File: config.mk
export PLATFORM = sky130hd
export DESIGN_NAME = three_level_irq_controller
export DESIGN_NICKNAME = d
export VERILOG_FILES = /design/src/logic/irq_ctrl_pkg.sv /design/src/logic/three_level_irq_controller.sv
export SDC_FILE = /design/constraint.sdc
export NUM_CORES = 1
export LEC_CHECK = 0
export ABC_AREA = 1
export BUFFER_PORTS_ARGS = -buffer_cell sky130_fd_sc_hd__clkbuf_2
export CAP_MARGIN = 20
export CORE_MARGIN = 2
export CORE_UTILIZATION = 54
export DETAILED_ROUTE_END_ITERATION = 10
export GPL_TIMING_DRIVEN = 0
export MAX_ROUTING_LAYER = met4
export PLACE_DENSITY_LB_ADDON = 0.15
export SYNTH_ARGS = -nofsm -noshare
export SYNTH_HDL_FRONTEND = slang
export SYNTH_SLANG_ARGS = --single-unit
File: constraint.sdc
create_clock -name clk -period 1.95 [get_ports clk]
set_input_delay 0.39 -clock clk [delete_from_list [all_inputs] [get_ports clk]]
set_output_delay 0.39 -clock clk [all_outputs]
set_load 0.03 [all_outputs]
File: src/logic/irq_ctrl_pkg.sv
package irq_ctrl_pkg;

    // ==========================================================
    // Register offsets (byte addresses)
    localparam logic [7:0] OFS_HIGH_FLAGS = 8'h00;
    localparam logic [7:0] OFS_MID_FLAGS = 8'h04;
    localparam logic [7:0] OFS_LOW_FLAGS = 8'h08;
    localparam logic [7:0] OFS_HIGH_ENABLE = 8'h0C;
    localparam logic [7:0] OFS_MID_ENABLE = 8'h10;
    localparam logic [7:0] OFS_LOW_ENABLE = 8'h14;
    localparam logic [7:0] OFS_TOP_NUMBER = 8'h18;
    localparam logic [7:0] OFS_LEVEL_SUMMARY = 8'h1C;
    localparam logic [7:0] OFS_IRQ_STATUS = 8'h20;
    localparam logic [7:0] OFS_IRQ_MASK = 8'h24;

    // ==========================================================
    // Field positions and reset values
    localparam int SUMMARY_HIGH_BIT = 2;
    localparam int SUMMARY_MID_BIT = 1;
    localparam int SUMMARY_LOW_BIT = 0;
    localparam int HIGH_BASE = 16;
    localparam int MID_BASE = 8;
    localparam int LOW_BASE = 0;
    localparam logic [7:0] FLAGS_RESET = 8'h00;
    localparam logic [7:0] ENABLE_RESET = 8'h00;
    localparam logic [7:0] NONE_PENDING = 8'hFF;
    localparam logic [2:0] STATUS_RESET = 3'h0;

endpackage

File: src/logic/three_level_irq_controller.sv
// Operation
// - Twenty-four sources in three levels of eight: high, mid, low.
// - Each level drives its own core request line.
// - Flag sets on enabled rising source edge and stays latched.
// - Flags live in three separate 8-bit registers, one per level.
// - Writing one clears a flag; writing zero leaves it alone.
// - Reset clears every pending flag.
// - Top number register gives highest pending number, 0xFF when none.
// - Level summary shows which levels have anything pending.
// - Top number and summary come only from latched flags.
// - High flag bits 7..0 are interrupts 23..16.
// - Mid flag bits 7..0 are interrupts 15..8.
// - Low flag bits 7..0 are interrupts 7..0.
// - High enable bit n enables interrupt 16+n, reset zero.
// - Mid enable bit n enables interrupt 8+n, reset zero.
// - Low enable bit n enables interrupt n, reset zero.
// - Summary bit 2 high, bit 1 mid, bit 0 low; rest zero.
`timescale 1ns/1ps
`default_nettype none

module three_level_irq_controller
    import irq_ctrl_pkg::*;
#(
    parameter int SOURCES_PER_LEVEL = 8
) (
    // Clock and reset
    input wire logic clk,
    input wire logic rst_n,
    // APB slave
    input wire logic psel,
    input wire logic penable,
    input wire logic pwrite,
    input wire logic [7:0] paddr,
    input wire logic [31:0] pwdata,
    output logic [31:0] prdata,
    output logic pready,
    output logic pslverr,
    // Interrupt sources, index is the interrupt number
    input wire logic [3*SOURCES_PER_LEVEL-1:0] irq_src,
    // Core request lines: a high, b mid, c low
    output logic core_request_line_a,
    output logic core_request_line_b,
    output logic core_request_line_c,
    // Summary interrupt
    output logic irq
);

    localparam int N = SOURCES_PER_LEVEL;

    typedef struct packed {
        logic [N-1:0] high_flags;
        logic [N-1:0] mid_flags;
        logic [N-1:0] low_flags;
        logic [N-1:0] high_en;
        logic [N-1:0] mid_en;
        logic [N-1:0] low_en;
        logic [3*N-1:0] src_prev;
        logic [2:0] irq_status;
        logic [2:0] irq_mask;
        logic [31:0] prdata;
        logic pready;
        logic pslverr;
        logic req_a;
        logic req_b;
        logic req_c;
        logic irq;
    } state_s;

    state_s cur;
    state_s next_cur;

    // ==========================================================
    // Helpers
    // Highest set bit of one level plus its base, or 0xFF if none.
    function automatic logic [7:0] top_of(input logic [N-1:0] f, input int base);
        logic [7:0] r;
        r = NONE_PENDING;
        for (int i = 0; i < N; i++) begin
            if (f[i]) begin
                r = 8'(base + i);
            end
        end
        return r;
    endfunction

    // Next value of a W1C flag register; set wins over clear.
    function automatic logic [N-1:0] flag_next(input logic [N-1:0] f, input logic [N-1:0] rise,
                                               input logic [N-1:0] clr);
        return (f & ~clr) | rise;
    endfunction

    // True for the ten word offsets that hold a register.
    function automatic logic is_mapped(input logic [7:0] a);
        return a inside {OFS_HIGH_FLAGS, OFS_MID_FLAGS, OFS_LOW_FLAGS, OFS_HIGH_ENABLE,
                         OFS_MID_ENABLE, OFS_LOW_ENABLE, OFS_TOP_NUMBER, OFS_LEVEL_SUMMARY,
                         OFS_IRQ_STATUS, OFS_IRQ_MASK};
    endfunction

    // ==========================================================
    // Derived values; top number and summary only from latched flags
    logic [7:0] top_number;
    logic [2:0] level_summary;
    logic [3*N-1:0] rise;
    logic wr;
    logic rd;

    // Reads take their value in the setup cycle, so one access sees one snapshot.
    always_comb begin
        top_number = top_of(cur.low_flags, LOW_BASE);
        if (|cur.mid_flags) begin
            top_number = top_of(cur.mid_flags, MID_BASE);
        end
        if (|cur.high_flags) begin
            top_number = top_of(cur.high_flags, HIGH_BASE);
        end
        level_summary = '0;
        level_summary[SUMMARY_HIGH_BIT] = |cur.high_flags;
        level_summary[SUMMARY_MID_BIT] = |cur.mid_flags;
        level_summary[SUMMARY_LOW_BIT] = |cur.low_flags;
        rise = irq_src & ~cur.src_prev & {cur.high_en, cur.mid_en, cur.low_en};
        wr = psel && penable && pwrite && cur.pready;
        rd = psel && !penable && !pwrite;
    end

    // ==========================================================
    // Next state
    always_comb begin
        logic [N-1:0] clr_h;
        logic [N-1:0] clr_m;
        logic [N-1:0] clr_l;
        logic [2:0] ev;
        logic [2:0] clr_s;
        clr_h = '0;
        clr_m = '0;
        clr_l = '0;
        clr_s = '0;
        ev = '0;
        next_cur = cur;
        // The edge detector remembers last cycle's levels; it resets low like an idle pin.
        next_cur.src_prev = irq_src;
        // Single wait state: setup, access, access with pready.
        next_cur.pready = psel && penable && !cur.pready;
        // The error flag rises with pready, so the master takes both at one edge.
        next_cur.pslverr = psel && penable && !cur.pready && pwrite && !is_mapped(paddr);
        if (wr) begin
            case (paddr)
                OFS_HIGH_FLAGS: begin
                    clr_h = pwdata[N-1:0];
                end
                OFS_MID_FLAGS: begin
                    clr_m = pwdata[N-1:0];
                end
                OFS_LOW_FLAGS: begin
                    clr_l = pwdata[N-1:0];
                end
                OFS_HIGH_ENABLE: begin
                    next_cur.high_en = pwdata[N-1:0];
                end
                OFS_MID_ENABLE: begin
                    next_cur.mid_en = pwdata[N-1:0];
                end
                OFS_LOW_ENABLE: begin
                    next_cur.low_en = pwdata[N-1:0];
                end
                OFS_IRQ_STATUS: begin
                    clr_s = pwdata[2:0];
                end
                OFS_IRQ_MASK: begin
                    next_cur.irq_mask = pwdata[2:0];
                end
                OFS_TOP_NUMBER, OFS_LEVEL_SUMMARY: begin
                    // Writes to the read-only registers are dropped without an error.
                    clr_s = '0;
                end
                default: begin
                    clr_s = '0;
                end
            endcase
        end
        if (rd) begin
            case (paddr)
                OFS_HIGH_FLAGS: next_cur.prdata = 32'(cur.high_flags);
                OFS_MID_FLAGS: next_cur.prdata = 32'(cur.mid_flags);
                OFS_LOW_FLAGS: next_cur.prdata = 32'(cur.low_flags);
                OFS_HIGH_ENABLE: next_cur.prdata = 32'(cur.high_en);
                OFS_MID_ENABLE: next_cur.prdata = 32'(cur.mid_en);
                OFS_LOW_ENABLE: next_cur.prdata = 32'(cur.low_en);
                OFS_TOP_NUMBER: next_cur.prdata = 32'(top_number);
                OFS_LEVEL_SUMMARY: next_cur.prdata = 32'(level_summary);
                OFS_IRQ_STATUS: next_cur.prdata = 32'(cur.irq_status);
                OFS_IRQ_MASK: next_cur.prdata = 32'(cur.irq_mask);
                default: next_cur.prdata = 32'h0000_0000;
            endcase
        end
        // A rising edge beats a clear in the same cycle so that no event is lost.
        next_cur.high_flags = flag_next(cur.high_flags, rise[HIGH_BASE +: N], clr_h);
        next_cur.mid_flags = flag_next(cur.mid_flags, rise[MID_BASE +: N], clr_m);
        next_cur.low_flags = flag_next(cur.low_flags, rise[LOW_BASE +: N], clr_l);
        // Request lines follow the flags as they will stand after this edge.
        next_cur.req_a = |next_cur.high_flags;
        next_cur.req_b = |next_cur.mid_flags;
        next_cur.req_c = |next_cur.low_flags;
        // Status bits note new events per level and feed the one summary interrupt.
        ev = {|rise[HIGH_BASE +: N], |rise[MID_BASE +: N], |rise[LOW_BASE +: N]};
        next_cur.irq_status = (cur.irq_status & ~clr_s) | ev;
        next_cur.irq = |(next_cur.irq_status & next_cur.irq_mask);
    end

    // All state changes at once; reset puts every field to its idle value.
    always_ff @(posedge clk or negedge rst_n) begin
        if (!rst_n) begin
            cur <= '{high_flags: FLAGS_RESET, mid_flags: FLAGS_RESET,
                     low_flags: FLAGS_RESET, high_en: ENABLE_RESET,
                     mid_en: ENABLE_RESET, low_en: ENABLE_RESET,
                     src_prev: '0, irq_status: STATUS_RESET, irq_mask: STATUS_RESET,
                     prdata: 32'h0000_0000, pready: 1'b0, pslverr: 1'b0,
                     req_a: 1'b0, req_b: 1'b0, req_c: 1'b0, irq: 1'b0};
        end else begin
            cur <= next_cur;
        end
    end

    assign prdata = cur.prdata;
    assign pready = cur.pready;
    assign pslverr = cur.pslverr;
    assign core_request_line_a = cur.req_a;
    assign core_request_line_b = cur.req_b;
    assign core_request_line_c = cur.req_c;
    assign irq = cur.irq;

    // ==========================================================
    // Checks
    edge_sets_flag_a: assert property (@(posedge clk) disable iff (!rst_n)
        cur.high_en[0] && irq_src[HIGH_BASE] && !cur.src_prev[HIGH_BASE] |=> cur.high_flags[0])
        else $error("enabled rising edge did not set flag");
    disabled_no_set_a: assert property (@(posedge clk) disable iff (!rst_n)
        !cur.low_en[0] && !cur.low_flags[0] |=> !cur.low_flags[0])
        else $error("disabled source set its flag");
    clear_one_a: assert property (@(posedge clk) disable iff (!rst_n)
        wr && paddr == OFS_MID_FLAGS && pwdata[0] && !rise[MID_BASE] |=> !cur.mid_flags[0])
        else $error("write one did not clear flag");
    set_beats_clear_a: assert property (@(posedge clk) disable iff (!rst_n)
        wr && paddr == OFS_MID_FLAGS && pwdata[0] && rise[MID_BASE] |=> cur.mid_flags[0])
        else $error("clear beat simultaneous set");
    flag_sticks_a: assert property (@(posedge clk) disable iff (!rst_n)
        cur.high_flags[7] && !(wr && paddr == OFS_HIGH_FLAGS) |=> cur.high_flags[7])
        else $error("flag dropped without clear");
    request_level_a: assert property (@(posedge clk) disable iff (!rst_n)
        core_request_line_a == |cur.high_flags && core_request_line_b == |cur.mid_flags
        && core_request_line_c == |cur.low_flags)
        else $error("core request disagrees with flags");
    top_none_a: assert property (@(posedge clk) disable iff (!rst_n)
        rd && paddr == OFS_TOP_NUMBER && !(|{cur.high_flags, cur.mid_flags, cur.low_flags})
        |=> prdata == 32'h0000_00FF)
        else $error("top number not 0xFF when idle");
    top_high_a: assert property (@(posedge clk) disable iff (!rst_n)
        rd && paddr == OFS_TOP_NUMBER && cur.high_flags[7] |=> prdata == 32'h0000_0017)
        else $error("top number wrong for interrupt 23");
    summary_read_a: assert property (@(posedge clk) disable iff (!rst_n)
        rd && paddr == OFS_LEVEL_SUMMARY
        |=> prdata[31:3] == '0 && prdata[2] == $past(|cur.high_flags)
        && prdata[1] == $past(|cur.mid_flags) && prdata[0] == $past(|cur.low_flags))
        else $error("level summary wrong");
    apb_wait_a: assert property (@(posedge clk) disable iff (!rst_n)
        psel && !penable ##1 psel && penable |-> !pready ##1 pready)
        else $error("answer not on second access cycle");
    pready_pulse_a: assert property (@(posedge clk) disable iff (!rst_n)
        pready |=> !pready)
        else $error("pready stood longer than one cycle");
    read_no_error_a: assert property (@(posedge clk) disable iff (!rst_n)
        psel && penable && pready && !pwrite |-> !pslverr)
        else $error("read flagged an error");
    unmapped_error_a: assert property (@(posedge clk) disable iff (!rst_n)
        psel && penable && pready && pwrite && !is_mapped(paddr) |-> pslverr)
        else $error("unmapped write not flagged");
    error_with_ready_a: assert property (@(posedge clk) disable iff (!rst_n)
        pslverr |-> pready)
        else $error("error flag without pready");

    // ==========================================================
    // Checks on flag setting, clearing, enables, reset and the mid-level top number
    high_edge_set_a: assert property (@(posedge clk) disable iff (!rst_n)
        cur.high_en[7] && irq_src[HIGH_BASE + 7] && !cur.src_prev[HIGH_BASE + 7]
        |=> cur.high_flags[7])
        else $error("edge on interrupt 23 did not set its flag");
    mid_edge_set_a: assert property (@(posedge clk) disable iff (!rst_n)
        cur.mid_en[7] && irq_src[MID_BASE + 7] && !cur.src_prev[MID_BASE + 7]
        |=> cur.mid_flags[7])
        else $error("edge on interrupt 15 did not set its flag");
    low_edge_set_a: assert property (@(posedge clk) disable iff (!rst_n)
        cur.low_en[0] && irq_src[LOW_BASE] && !cur.src_prev[LOW_BASE]
        |=> cur.low_flags[0])
        else $error("edge on interrupt 0 did not set its flag");
    high_gated_a: assert property (@(posedge clk) disable iff (!rst_n)
        !cur.high_en[1] && !cur.high_flags[1] |=> !cur.high_flags[1])
        else $error("disabled high source set its flag");
    high_enable_a: assert property (@(posedge clk) disable iff (!rst_n)
        wr && paddr == OFS_HIGH_ENABLE |=> cur.high_en == $past(pwdata[N-1:0]))
        else $error("high enable write lost");
    mid_enable_a: assert property (@(posedge clk) disable iff (!rst_n)
        wr && paddr == OFS_MID_ENABLE |=> cur.mid_en == $past(pwdata[N-1:0]))
        else $error("mid enable write lost");
    low_enable_a: assert property (@(posedge clk) disable iff (!rst_n)
        wr && paddr == OFS_LOW_ENABLE |=> cur.low_en == $past(pwdata[N-1:0]))
        else $error("low enable write lost");
    reset_clear_a: assert property (@(posedge clk)
        !rst_n |=> cur.high_flags == FLAGS_RESET && cur.mid_flags == FLAGS_RESET
        && cur.low_flags == FLAGS_RESET)
        else $error("reset left a flag set");
    clear_high_a: assert property (@(posedge clk) disable iff (!rst_n)
        wr && paddr == OFS_HIGH_FLAGS && pwdata[7] && !rise[HIGH_BASE + 7]
        |=> !cur.high_flags[7])
        else $error("write one did not clear a high flag");
    clear_low_a: assert property (@(posedge clk) disable iff (!rst_n)
        wr && paddr == OFS_LOW_FLAGS && pwdata[7] && !rise[LOW_BASE + 7]
        |=> !cur.low_flags[7])
        else $error("write one did not clear a low flag");
    low_sticks_a: assert property (@(posedge clk) disable iff (!rst_n)
        cur.low_flags[0] && !(wr && paddr == OFS_LOW_FLAGS) |=> cur.low_flags[0])
        else $error("low flag dropped without clear");
    mid_sticks_a: assert property (@(posedge clk) disable iff (!rst_n)
        cur.mid_flags[0] && !(wr && paddr == OFS_MID_FLAGS) |=> cur.mid_flags[0])
        else $error("mid flag dropped without clear");
    top_mid_a: assert property (@(posedge clk) disable iff (!rst_n)
        rd && paddr == OFS_TOP_NUMBER && !(|cur.high_flags) && cur.mid_flags[7]
        |=> prdata == 32'h0000_000F)
        else $error("top number wrong for interrupt 15");

    // ==========================================================
    // Checks on the request lines and the status register
    mid_request_a: assert property (@(posedge clk) disable iff (!rst_n)
        rise[MID_BASE] |=> core_request_line_b)
        else $error("mid request line late");
    status_set_a: assert property (@(posedge clk) disable iff (!rst_n)
        rise[MID_BASE] |=> cur.irq_status[1])
        else $error("mid event not noted in status");
    status_clear_a: assert property (@(posedge clk) disable iff (!rst_n)
        wr && paddr == OFS_IRQ_STATUS && pwdata[2] && !(|rise[HIGH_BASE +: N])
        |=> !cur.irq_status[2])
        else $error("status write one did not clear");

    high_event_c: cover property (@(posedge clk) disable iff (!rst_n) core_request_line_a);
    race_c: cover property (@(posedge clk) disable iff (!rst_n)
        wr && paddr == OFS_MID_FLAGS && |(pwdata[N-1:0] & rise[MID_BASE +: N]));
    irq_out_c: cover property (@(posedge clk) disable iff (!rst_n) irq);
    all_levels_c: cover property (@(posedge clk) disable iff (!rst_n) level_summary == 3'h7);
    error_c: cover property (@(posedge clk) disable iff (!rst_n) pready && pslverr);

endmodule

`default_nettype wire

==> results.py, run 1 <==
metrics = {
    "clock_network": {
        "clkTransAtPathRegs_ns": 0.10,
        "clock_sinks": 92,
        "cts_root_buf": "clkbuf_8",
        "cts_hold_buf": 0,
        "cts_tree": "done",
        "clkLatencyLatePin_ns": 0.37,
        "clockBufferDepth": 2,
        "post_cts_buffers": 0,
        "htree_levels": 3,
        "cts_made_buffers": 9,
    },
    "placed_design": {
        "gp_congestion": 0.989,
        "dp.cells": 779,
        "dp_hpwl_mm": 9.80,
        "io_buffers": 58,
    },
    "floorplan": {
        "io_pins": 107,
        "die_width_um": 97.0,
        "rows": 33,
        "core_um2": 8300,
        "start_util_pct": 56.3,
        "fp.dieH_um": 97.0,
        "fp.dieArea_um2": 9410,
    },
    "synthesis": {
        "ys_types": 33,
        "synth_top_cell_by_area": "dfrtp_1",
        "synth_edf_count": 0,
        "yosysMostFrequentCell": "nand2_1",
        "yosys-top-cells-count": "nand2_1, dfrtp_1, inv_1",
        "netlist_instances": 592,
        "synth_seq_cells": 92,
        "synth_ff_type": "dfrtp_1",
        "yosysSeqAreaShare_pct": 49.3,
        "yosysTopAreaCellShare_pct": 49.3,
        "ys_async_sr_fraction_pct": 100,
        "synth_area_leaders": "dfrtp_1, nand2_1, buf_4",
        "synth_area_um2": 4670,
        "avgSynthCellArea_um2": 7.89,
        "yosys_warnings": 0,
    },
    "finish": {
        "final_util_pct": 65.4,
        "layout.cells.non_filler": 795,
        "drive_above_1_share_pct": 20.9,
        "diodes": 0,
        "syn_to_final_growth_pct": 16.1,
        "nets": 754,
    },
    "global_route": {
        "grt_pass1_wl_mm": 20.9,
        "track_usage_pct": 29.5,
        "gr-total-overflow": 0,
        "grt_max_degree": 59,
        "grt_pass1_vias": 4092,
        "antenna_found_initial": 0,
    },
    "timing": {
        "setup_tns_ns": 0,
        "max-slew-margin-rel_pct": 55.1,
        "hold_viol": 0,
        "setup_viol": 0,
        "skew_ns": 0.00847,
        "period_share_pct": 91.4,
        "hold_ws_ns": 0.00740,
        "tightest_slew_ns": 0.667,
        "period_needed_ns": 1.78,
        "grt_setup_unrepaired": "no",
        "max_freq_mhz": 561,
        "finalMaxSlewViolations": 0,
    },
    "detailed_routing": {
        "dr.pass1.iters": 5,
        "wl_per_cell_um": 15.7,
        "via_count": 4094,
        "wl_mm": 12.5,
        "drc": 0,
        "viasPerCell": 5.15,
        "drt-initial-drc-count": 376,
        "postRouteAntennaNets": 0,
    },
    "pwr": {
        "power.density_nw_per_um2": 697,
        "ir_drop_uv": 589,
        "p_total_w": 0.00378,
        "leakagePower_nw": 3.03,
    },
    "worst_setup_path": {
        "crit_path_start_kind": "register",
        "critPathKind": "reg2reg",
        "crit_arrival_ns": 2.05,
        "required_ns": 2.21,
        "cp_max_fo": 7,
        "critPathCaptureType": "register",
    },
    "worst_hold_path": {
        "hp-class": "in2async",
    },
    "status": {
        "outcome": "complete, no violations",
    },
    "flow_run": {
        "maxCapViolations": 0,
    },
}
[routing by layer]
| layer | routed length [µm] | vias up | global-route usage [%] |
|---|---|---|---|
| li1 | - | 2011 | - |
| met2 | 5760 | 172 | 45.8 |
| met5 | 0 | - | - |
| met4 | 290 | 0 | 8.78 |
| met3 | 945 | 25 | 4.77 |
| met1 | 5520 | 1886 | 40.4 |
[power by group]
group	internal [W]	switching (W)
combinational	0.000142	0.000306
clock	0.000605	0.000733
sequential	0.00197	0.0000287
total	0.00272	0.00107
[cell families after synthesis]
family	Yosys count	synth area share, %
AND/OR/NAND/NOR	315	30.1
buffers and inverters	107	11.9
flip-flops	92	49.3
AO/OA/AOI/OAI	77	8.70
other	1	0.0803
[state kept, by name, summed over array words and instances (netlist names)]
signal and flops:
core_request_line_a 1, core_request_line_c 1, irq 1, prdata 8, cur 78, pready 1
core_request_line_b 1, pslverr 1
[worst paths after layout]
path	from	to	slack, ns	depth (start not counted)
worst min-delay path	rst_n	pslverr	0.007	1
worst max register to register	cur[113]	prdata[2]	0.17	8
min in group clk	irq_src[10]	cur[54]	0.14	1
worst min register to register	prdata[1]	prdata[1]	0.48	2
worst max-delay path	cur[113]	prdata[2]	0.17	8
max in group asynchronous	rst_n	cur[82]	1.30	2
[cells in the final DEF (no fill, tap or decap), drive strengths merged, types with 15 or more instances in the layout]
| cell type | n |
|---|---|
| nand2 | 204 |
| nand3 | 29 |
| o21ai | 50 |
| buf | 38 |
| conb | 24 |
| a21oi | 15 |
| inv | 71 |
| nor2 | 59 |
| dfrtp | 92 |
| clkbuf | 68 |
[layout make-up]
type,count,area [µm²]
fill,744,2880
sequential,92,2300
multi-input combinational,416,1920
timing repair buffer,59,320
buffer,37,290
inverter,70,267
tap,105,131
clock buffer,10,128
clock inverter,6,70.1
[worst max-delay path: stages (launching register included)]
cell and delay [ns]:
dfrtp_1 0.41, nor2_1 0.23, nand3_1 0.10, nor2_1 0.38
nor2_1 0.10, nor3b_1 0.21, nand3_1 0.13, nand2_1 0.08
nand2_1 0.04
[stage by stage]
stage          worst slack [ns]  instance area (µm²)
2_1_floorplan             0.419                 4760
6_report                  0.168                 5420
4_1_cts                   0.156                 5410
3_5_place_dp            -0.0130                 5210
5_1_grt                  0.0241                 5420
3_3_place_gp             -0.520                 5180
[timing repair]
| action | 4_1_cts | 5_1_grt |
|---|---|---|
| endpoints found under the hold margin | 0 | 0 |
| resized for setup | 0 | 5 |
| endpoints found under the setup margin | 0 | 3 |
No activity file was read; power rests on OpenSTA's default activity.
==> run 2, diff against run 1 <==
CORE_UTILIZATION = 58   (was 54)
clock period = 2.1 ns   (was 1.95 ns; I/O delays follow)
==> results.py, run 2 (synthesis gave the netlist of run 1 again) <==
metrics = {
    "timing": {
        "period_share_pct": 92.5,
        "finalMaxSlewViolations": 0,
        "tightest_slew_ns": 0.733,
        "max-slew-margin-rel_pct": 50.7,
        "hold_ws_ns": 0.0331,
        "period_needed_ns": 1.94,
        "max_freq_mhz": 515,
        "skew_ns": 0.00859,
        "worst_slack_ns": 0.157,
        "hold_viol": 0,
        "setup_viol": 0,
        "grt_setup_unrepaired": "no",
    },
    "global_route": {
        "antenna_found_initial": 0,
        "grt_max_degree": 61,
        "gr-total-overflow": 0,
        "grt_pass1_vias": 4034,
        "grt_pass1_wl_mm": 20.2,
        "track_usage_pct": 31.9,
    },
    "floorplan": {
        "fp.dieH_um": 93.8,
        "io_pins": 107,
        "start_util_pct": 60.1,
        "core_um2": 7770,
        "die_width_um": 93.8,
        "rows": 32,
        "fp.dieArea_um2": 8790,
    },
    "finish": {
        "largest_reg_flops": 78,
        "diodes": 0,
        "final_common_cell": "nand2_1",
        "top_register": "cur",
        "n_fill_cell": 656,
        "drive_above_1_share_pct": 20.6,
        "layout_common_cells": "nand2_1, dfrtp_1, inv_1",
        "syn_to_final_growth_pct": 16.2,
        "nets": 754,
    },
    "pwr": {
        "intPower_w": 0.00264,
        "leakagePower_nw": 3.04,
        "power.density_nw_per_um2": 666,
        "ir_drop_uv": 475,
        "sw_frac_of_total_pct": 27.0,
        "seqPwrFrac_pct": 51.3,
        "pwr-share-comb_pct": 11.7,
        "power.switching_w": 0.000975,
        "power.share.clock_pct": 37.0,
    },
    "worst_setup_path": {
        "path_buf_inv": 1,
        "cp_max_fo": 8,
        "cp_cell_sequence": "nand4_2, inv_2, nand2_1, o21ai_0, nand2_1, nor3_1, nand2_1",
        "critPathKind": "reg2reg",
        "path_delay_family": "simple AND/OR/NAND/NOR gates",
        "crit_arrival_ns": 2.19,
        "crit_top_cell": "nand2_1",
        "crit_path_start_kind": "register",
        "crit_path_max_incr_delay_ns": 0.39,
        "critPathCaptureType": "register",
        "slowest_stage": "dfrtp_1",
        "required_ns": 2.35,
    },
    "detailed_routing": {
        "drc": 0,
        "via_count": 4238,
        "wl_mm": 12.8,
        "wl_per_cell_um": 16.1,
        "postRouteAntennaNets": 0,
        "dr.pass1.iters": 5,
        "viasPerCell": 5.35,
        "drt-initial-drc-count": 331,
    },
    "placed_design": {
        "gp_congestion": 0.991,
        "io_buffers": 58,
        "preCtsSetupSlack_ns": 0.145,
        "dp_hpwl_mm": 9.90,
    },
    "flow_run": {
        "maxCapViolations": 0,
    },
    "clock_network": {
        "htree_levels": 3,
        "cts_tree": "done",
        "clkTransAtPathRegs_ns": 0.09,
        "clkLatencyLatePin_ns": 0.36,
        "post_cts_buffers": 0,
        "cts_root_buf": "clkbuf_8",
        "cts_hold_buf": 0,
        "postCtsResizedCells": 0,
        "clock_sinks": 92,
        "cts_made_buffers": 9,
        "clockBufferDepth": 2,
    },
    "worst_hold_path": {
        "hp-class": "in2async",
    },
    "status": {
        "outcome": "complete, no violations",
    },
}
-- run 2: cell count changes in the layout (fill, tap and decap cells not counted), sizes merged --
cell      previous run  this run
clkinvlp             2         1
bufinv               1         2
-- run 2: metrics by stage --
step	TNS, ns	utilization [%]	power, W	instance area, µm²	cells
2_1_floorplan	0	-	0.00214	4760	615
3_3_place_gp	-32.53	66.6	0.00229	5180	775
3_5_place_dp	0	67.0	0.00231	5210	776
4_1_cts	0	69.9	0.00362	5430	792
5_1_grt	0	69.9	0.00375	5430	792
6_report	0	69.9	0.00362	5430	792
-- run 2: path summary, 6_finish.rpt --
kind                                        to  slack, ns  depth (start not counted)        from
setup / recovery           core_request_line_b       0.16                          7      pready
hold / removal                         pslverr       0.03                          1       rst_n
setup reg to reg           core_request_line_b       0.16                          7      pready
hold reg to reg                      prdata[7]       0.49                          2   prdata[7]
max in group asynchronous              cur[86]       1.41                          2       rst_n
min in group clk                       cur[44]       0.17                          1  irq_src[0]
-- run 2: worst reg2reg max path: stages (launching register included) --
cell and delay (ns):
dfrtp_1 0.39, nand4_2 0.19, inv_2 0.22, nand2_1 0.24
o21ai_0 0.32, nand2_1 0.14, nor3_1 0.25, nand2_1 0.09
-- run 2: cell type report --
cell class,count,area [µm²],area share (%)
Buffer,37,290,5.35
Clock buffer,10,128,2.35
Clock inverter,6,93.8,1.73
Inverter,70,264,4.86
Multi-Input combinational cell,416,1900,35.0
Sequential cell,92,2300,42.4
Tap cell,102,128,2.35
Timing Repair Buffer,59,320,5.90
-- run 2: power by group through the flow --
stage	combinational (W)	clock [W]	sequential, W
final	0.000422	0.00134	0.00186
after global routing	0.000464	0.00142	0.00186
after CTS	0.000417	0.00135	0.00186
after detailed placement	0.000415	0	0.00189
after global placement	0.000402	0	0.00189
after floorplan	0.000235	0	0.00191
-- run 2: per-layer routing --
| metal | GRT usage, % | wire length [µm] | vias up |
|---|---|---|---|
| met5 | - | 0 | - |
| met4 | 10.9 | 369 | 0 |
| met3 | 6.18 | 1090 | 29 |
| met2 | 51.1 | 6020 | 201 |
| met1 | 41.1 | 5290 | 1991 |
| li1 | - | - | 2017 |
==> run 3, diff against run 2 <==
PLACE_DENSITY = 0.88   (was default)
PLACE_DENSITY_LB_ADDON = default   (was 0.15)
==> results.py, run 3 (synthesis gave the netlist of run 1 again) <==
metrics = {
    "finish": {
        "final_common_cell": "nand2_1",
        "syn_to_final_growth_pct": 16.2,
        "top_register": "cur",
        "regArea_um2": 2300,
        "final_util_pct": 69.9,
        "fin_area_um2": 5430,
        "layout_common_cells": "nand2_1, dfrtp_1, inv_1",
        "n_fill_cell": 668,
        "largest_reg_flops": 78,
        "layout.cells.non_filler": 792,
        "multi_input_area_um2": 1900,
        "nets": 754,
        "diodes": 0,
        "drive_above_1_share_pct": 20.6,
    },
    "flow_run": {
        "maxCapViolations": 0,
    },
    "detailed_routing": {
        "drc": 0,
        "wl_mm": 12.5,
        "viasPerCell": 5.35,
        "drt-initial-drc-count": 374,
        "via_count": 4237,
        "postRouteAntennaNets": 0,
        "dr.pass1.iters": 5,
        "wl_per_cell_um": 15.8,
    },
    "clock_network": {
        "clkTransAtPathRegs_ns": 0.09,
        "clockBufferDepth": 2,
        "postCtsResizedCells": 0,
        "htree_levels": 3,
        "post_cts_buffers": 0,
        "cts_made_buffers": 9,
        "clkLatencyLatePin_ns": 0.36,
        "cts_tree": "done",
        "cts_hold_buf": 0,
        "cts_root_buf": "clkbuf_8",
        "clock_sinks": 92,
    },
    "floorplan": {
        "io_pins": 107,
        "core_um2": 7770,
        "fp.dieArea_um2": 8790,
        "fp.dieH_um": 93.8,
        "start_util_pct": 60.1,
        "rows": 32,
        "die_width_um": 93.8,
    },
    "worst_hold_path": {
        "hp-class": "in2async",
    },
    "worst_setup_path": {
        "path_delay_family": "simple AND/OR/NAND/NOR gates",
        "slowest_stage": "dfrtp_1",
        "crit_path_max_incr_delay_ns": 0.39,
        "reg2reg_depth": 7,
        "crit_path_start_kind": "register",
        "critPathCaptureType": "register",
        "required_ns": 2.35,
        "cp_max_fo": 8,
        "path_buf_inv": 1,
        "crit_arrival_ns": 2.08,
        "r2r-start": "pready",
        "crit_top_cell": "nand2_1",
        "cp_cell_sequence": "nand4_2, inv_2, nand2_1, o21ai_0, nand2_1, nor3_1, nand2_1",
        "critPathKind": "reg2reg",
        "critical_path_cell_count": 7,
        "crit_path_start": "pready",
    },
    "timing": {
        "finalMaxSlewViolations": 0,
        "tightest_slew_ns": 0.608,
        "max-slew-margin-rel_pct": 59.1,
        "hold_viol": 0,
        "skew_ns": 0.00839,
        "worst_slack_ns": 0.264,
        "max_freq_mhz": 545,
        "setup_viol": 0,
        "grt_setup_unrepaired": "no",
        "period_needed_ns": 1.84,
        "period_share_pct": 87.4,
    },
    "pwr": {
        "seqPwrFrac_pct": 51.3,
        "leakagePower_nw": 3.04,
        "power.share.clock_pct": 37.2,
        "p_total_w": 0.00362,
        "power.density_nw_per_um2": 667,
        "intPower_w": 0.00264,
        "ir_drop_uv": 472,
        "power.switching_w": 0.000980,
        "pwr-share-comb_pct": 11.5,
        "sw_frac_of_total_pct": 27.1,
    },
    "placed_design": {
        "io_buffers": 58,
        "preCtsSetupSlack_ns": 0.134,
        "dpl-instance-area_um2": 5210,
        "gp_congestion": 1.03,
        "dp_hpwl_mm": 9.68,
        "dp.cells": 776,
    },
    "global_route": {
        "gr-total-overflow": 0,
        "grt_pass1_vias": 3989,
        "grt_pass1_wl_mm": 19.8,
        "track_usage_pct": 31.0,
        "antenna_found_initial": 0,
        "grt_max_degree": 63,
    },
    "status": {
        "outcome": "complete, no violations",
    },
}
## run 3: cell counts in the layout (fill, tap and decap cells not counted)
Identical to the previous run, type by type.
## run 3: final cells by class
type | count | share of cell area [%]
buffer | 37 | 5.35
clock buffer | 10 | 2.35
clock inverter | 6 | 1.73
inverter | 70 | 4.86
multi-input combinational | 416 | 35.0
sequential | 92 | 42.4
tap | 102 | 2.35
timing repair buffer | 59 | 5.90
## run 3: worst paths after layout
kind / slack, ns / end
min in group clk: 0.17 / cur[49]
max in group asynchronous: 1.43 / cur[53]
worst min-delay path: 0.03 / pslverr
worst max register to register: 0.26 / core_request_line_b
worst min register to register: 0.49 / prdata[3]
worst max-delay path: 0.26 / core_request_line_b
## run 3: layer usage
layer  vias up  track usage (%)  wire length (µm)
met5         -                -                 0
met4         0             12.7               422
met3        30             5.38              1180
met2       236             48.8              5900
met1      1962             40.1              4990
li1       2009                -                 -
## run 3: power groups by stage
stage | clock network, W | logic (W) | registers (W)
after floorplan | 0 | 0.000235 | 0.00191
after global placement | 0 | 0.000397 | 0.00189
after detailed placement | 0 | 0.000415 | 0.00189
after CTS | 0.00135 | 0.000417 | 0.00186
after global routing | 0.00144 | 0.000462 | 0.00186
final | 0.00135 | 0.000418 | 0.00186
## run 3: metrics by stage
stage	setup TNS (ns)	hold WS [ns]
after floorplan	0	0.124
after global placement	-30.33	0.463
after detailed placement	0	0.427
after CTS	0	0.0347
after global routing	0	0.0533
final	0	0.0264
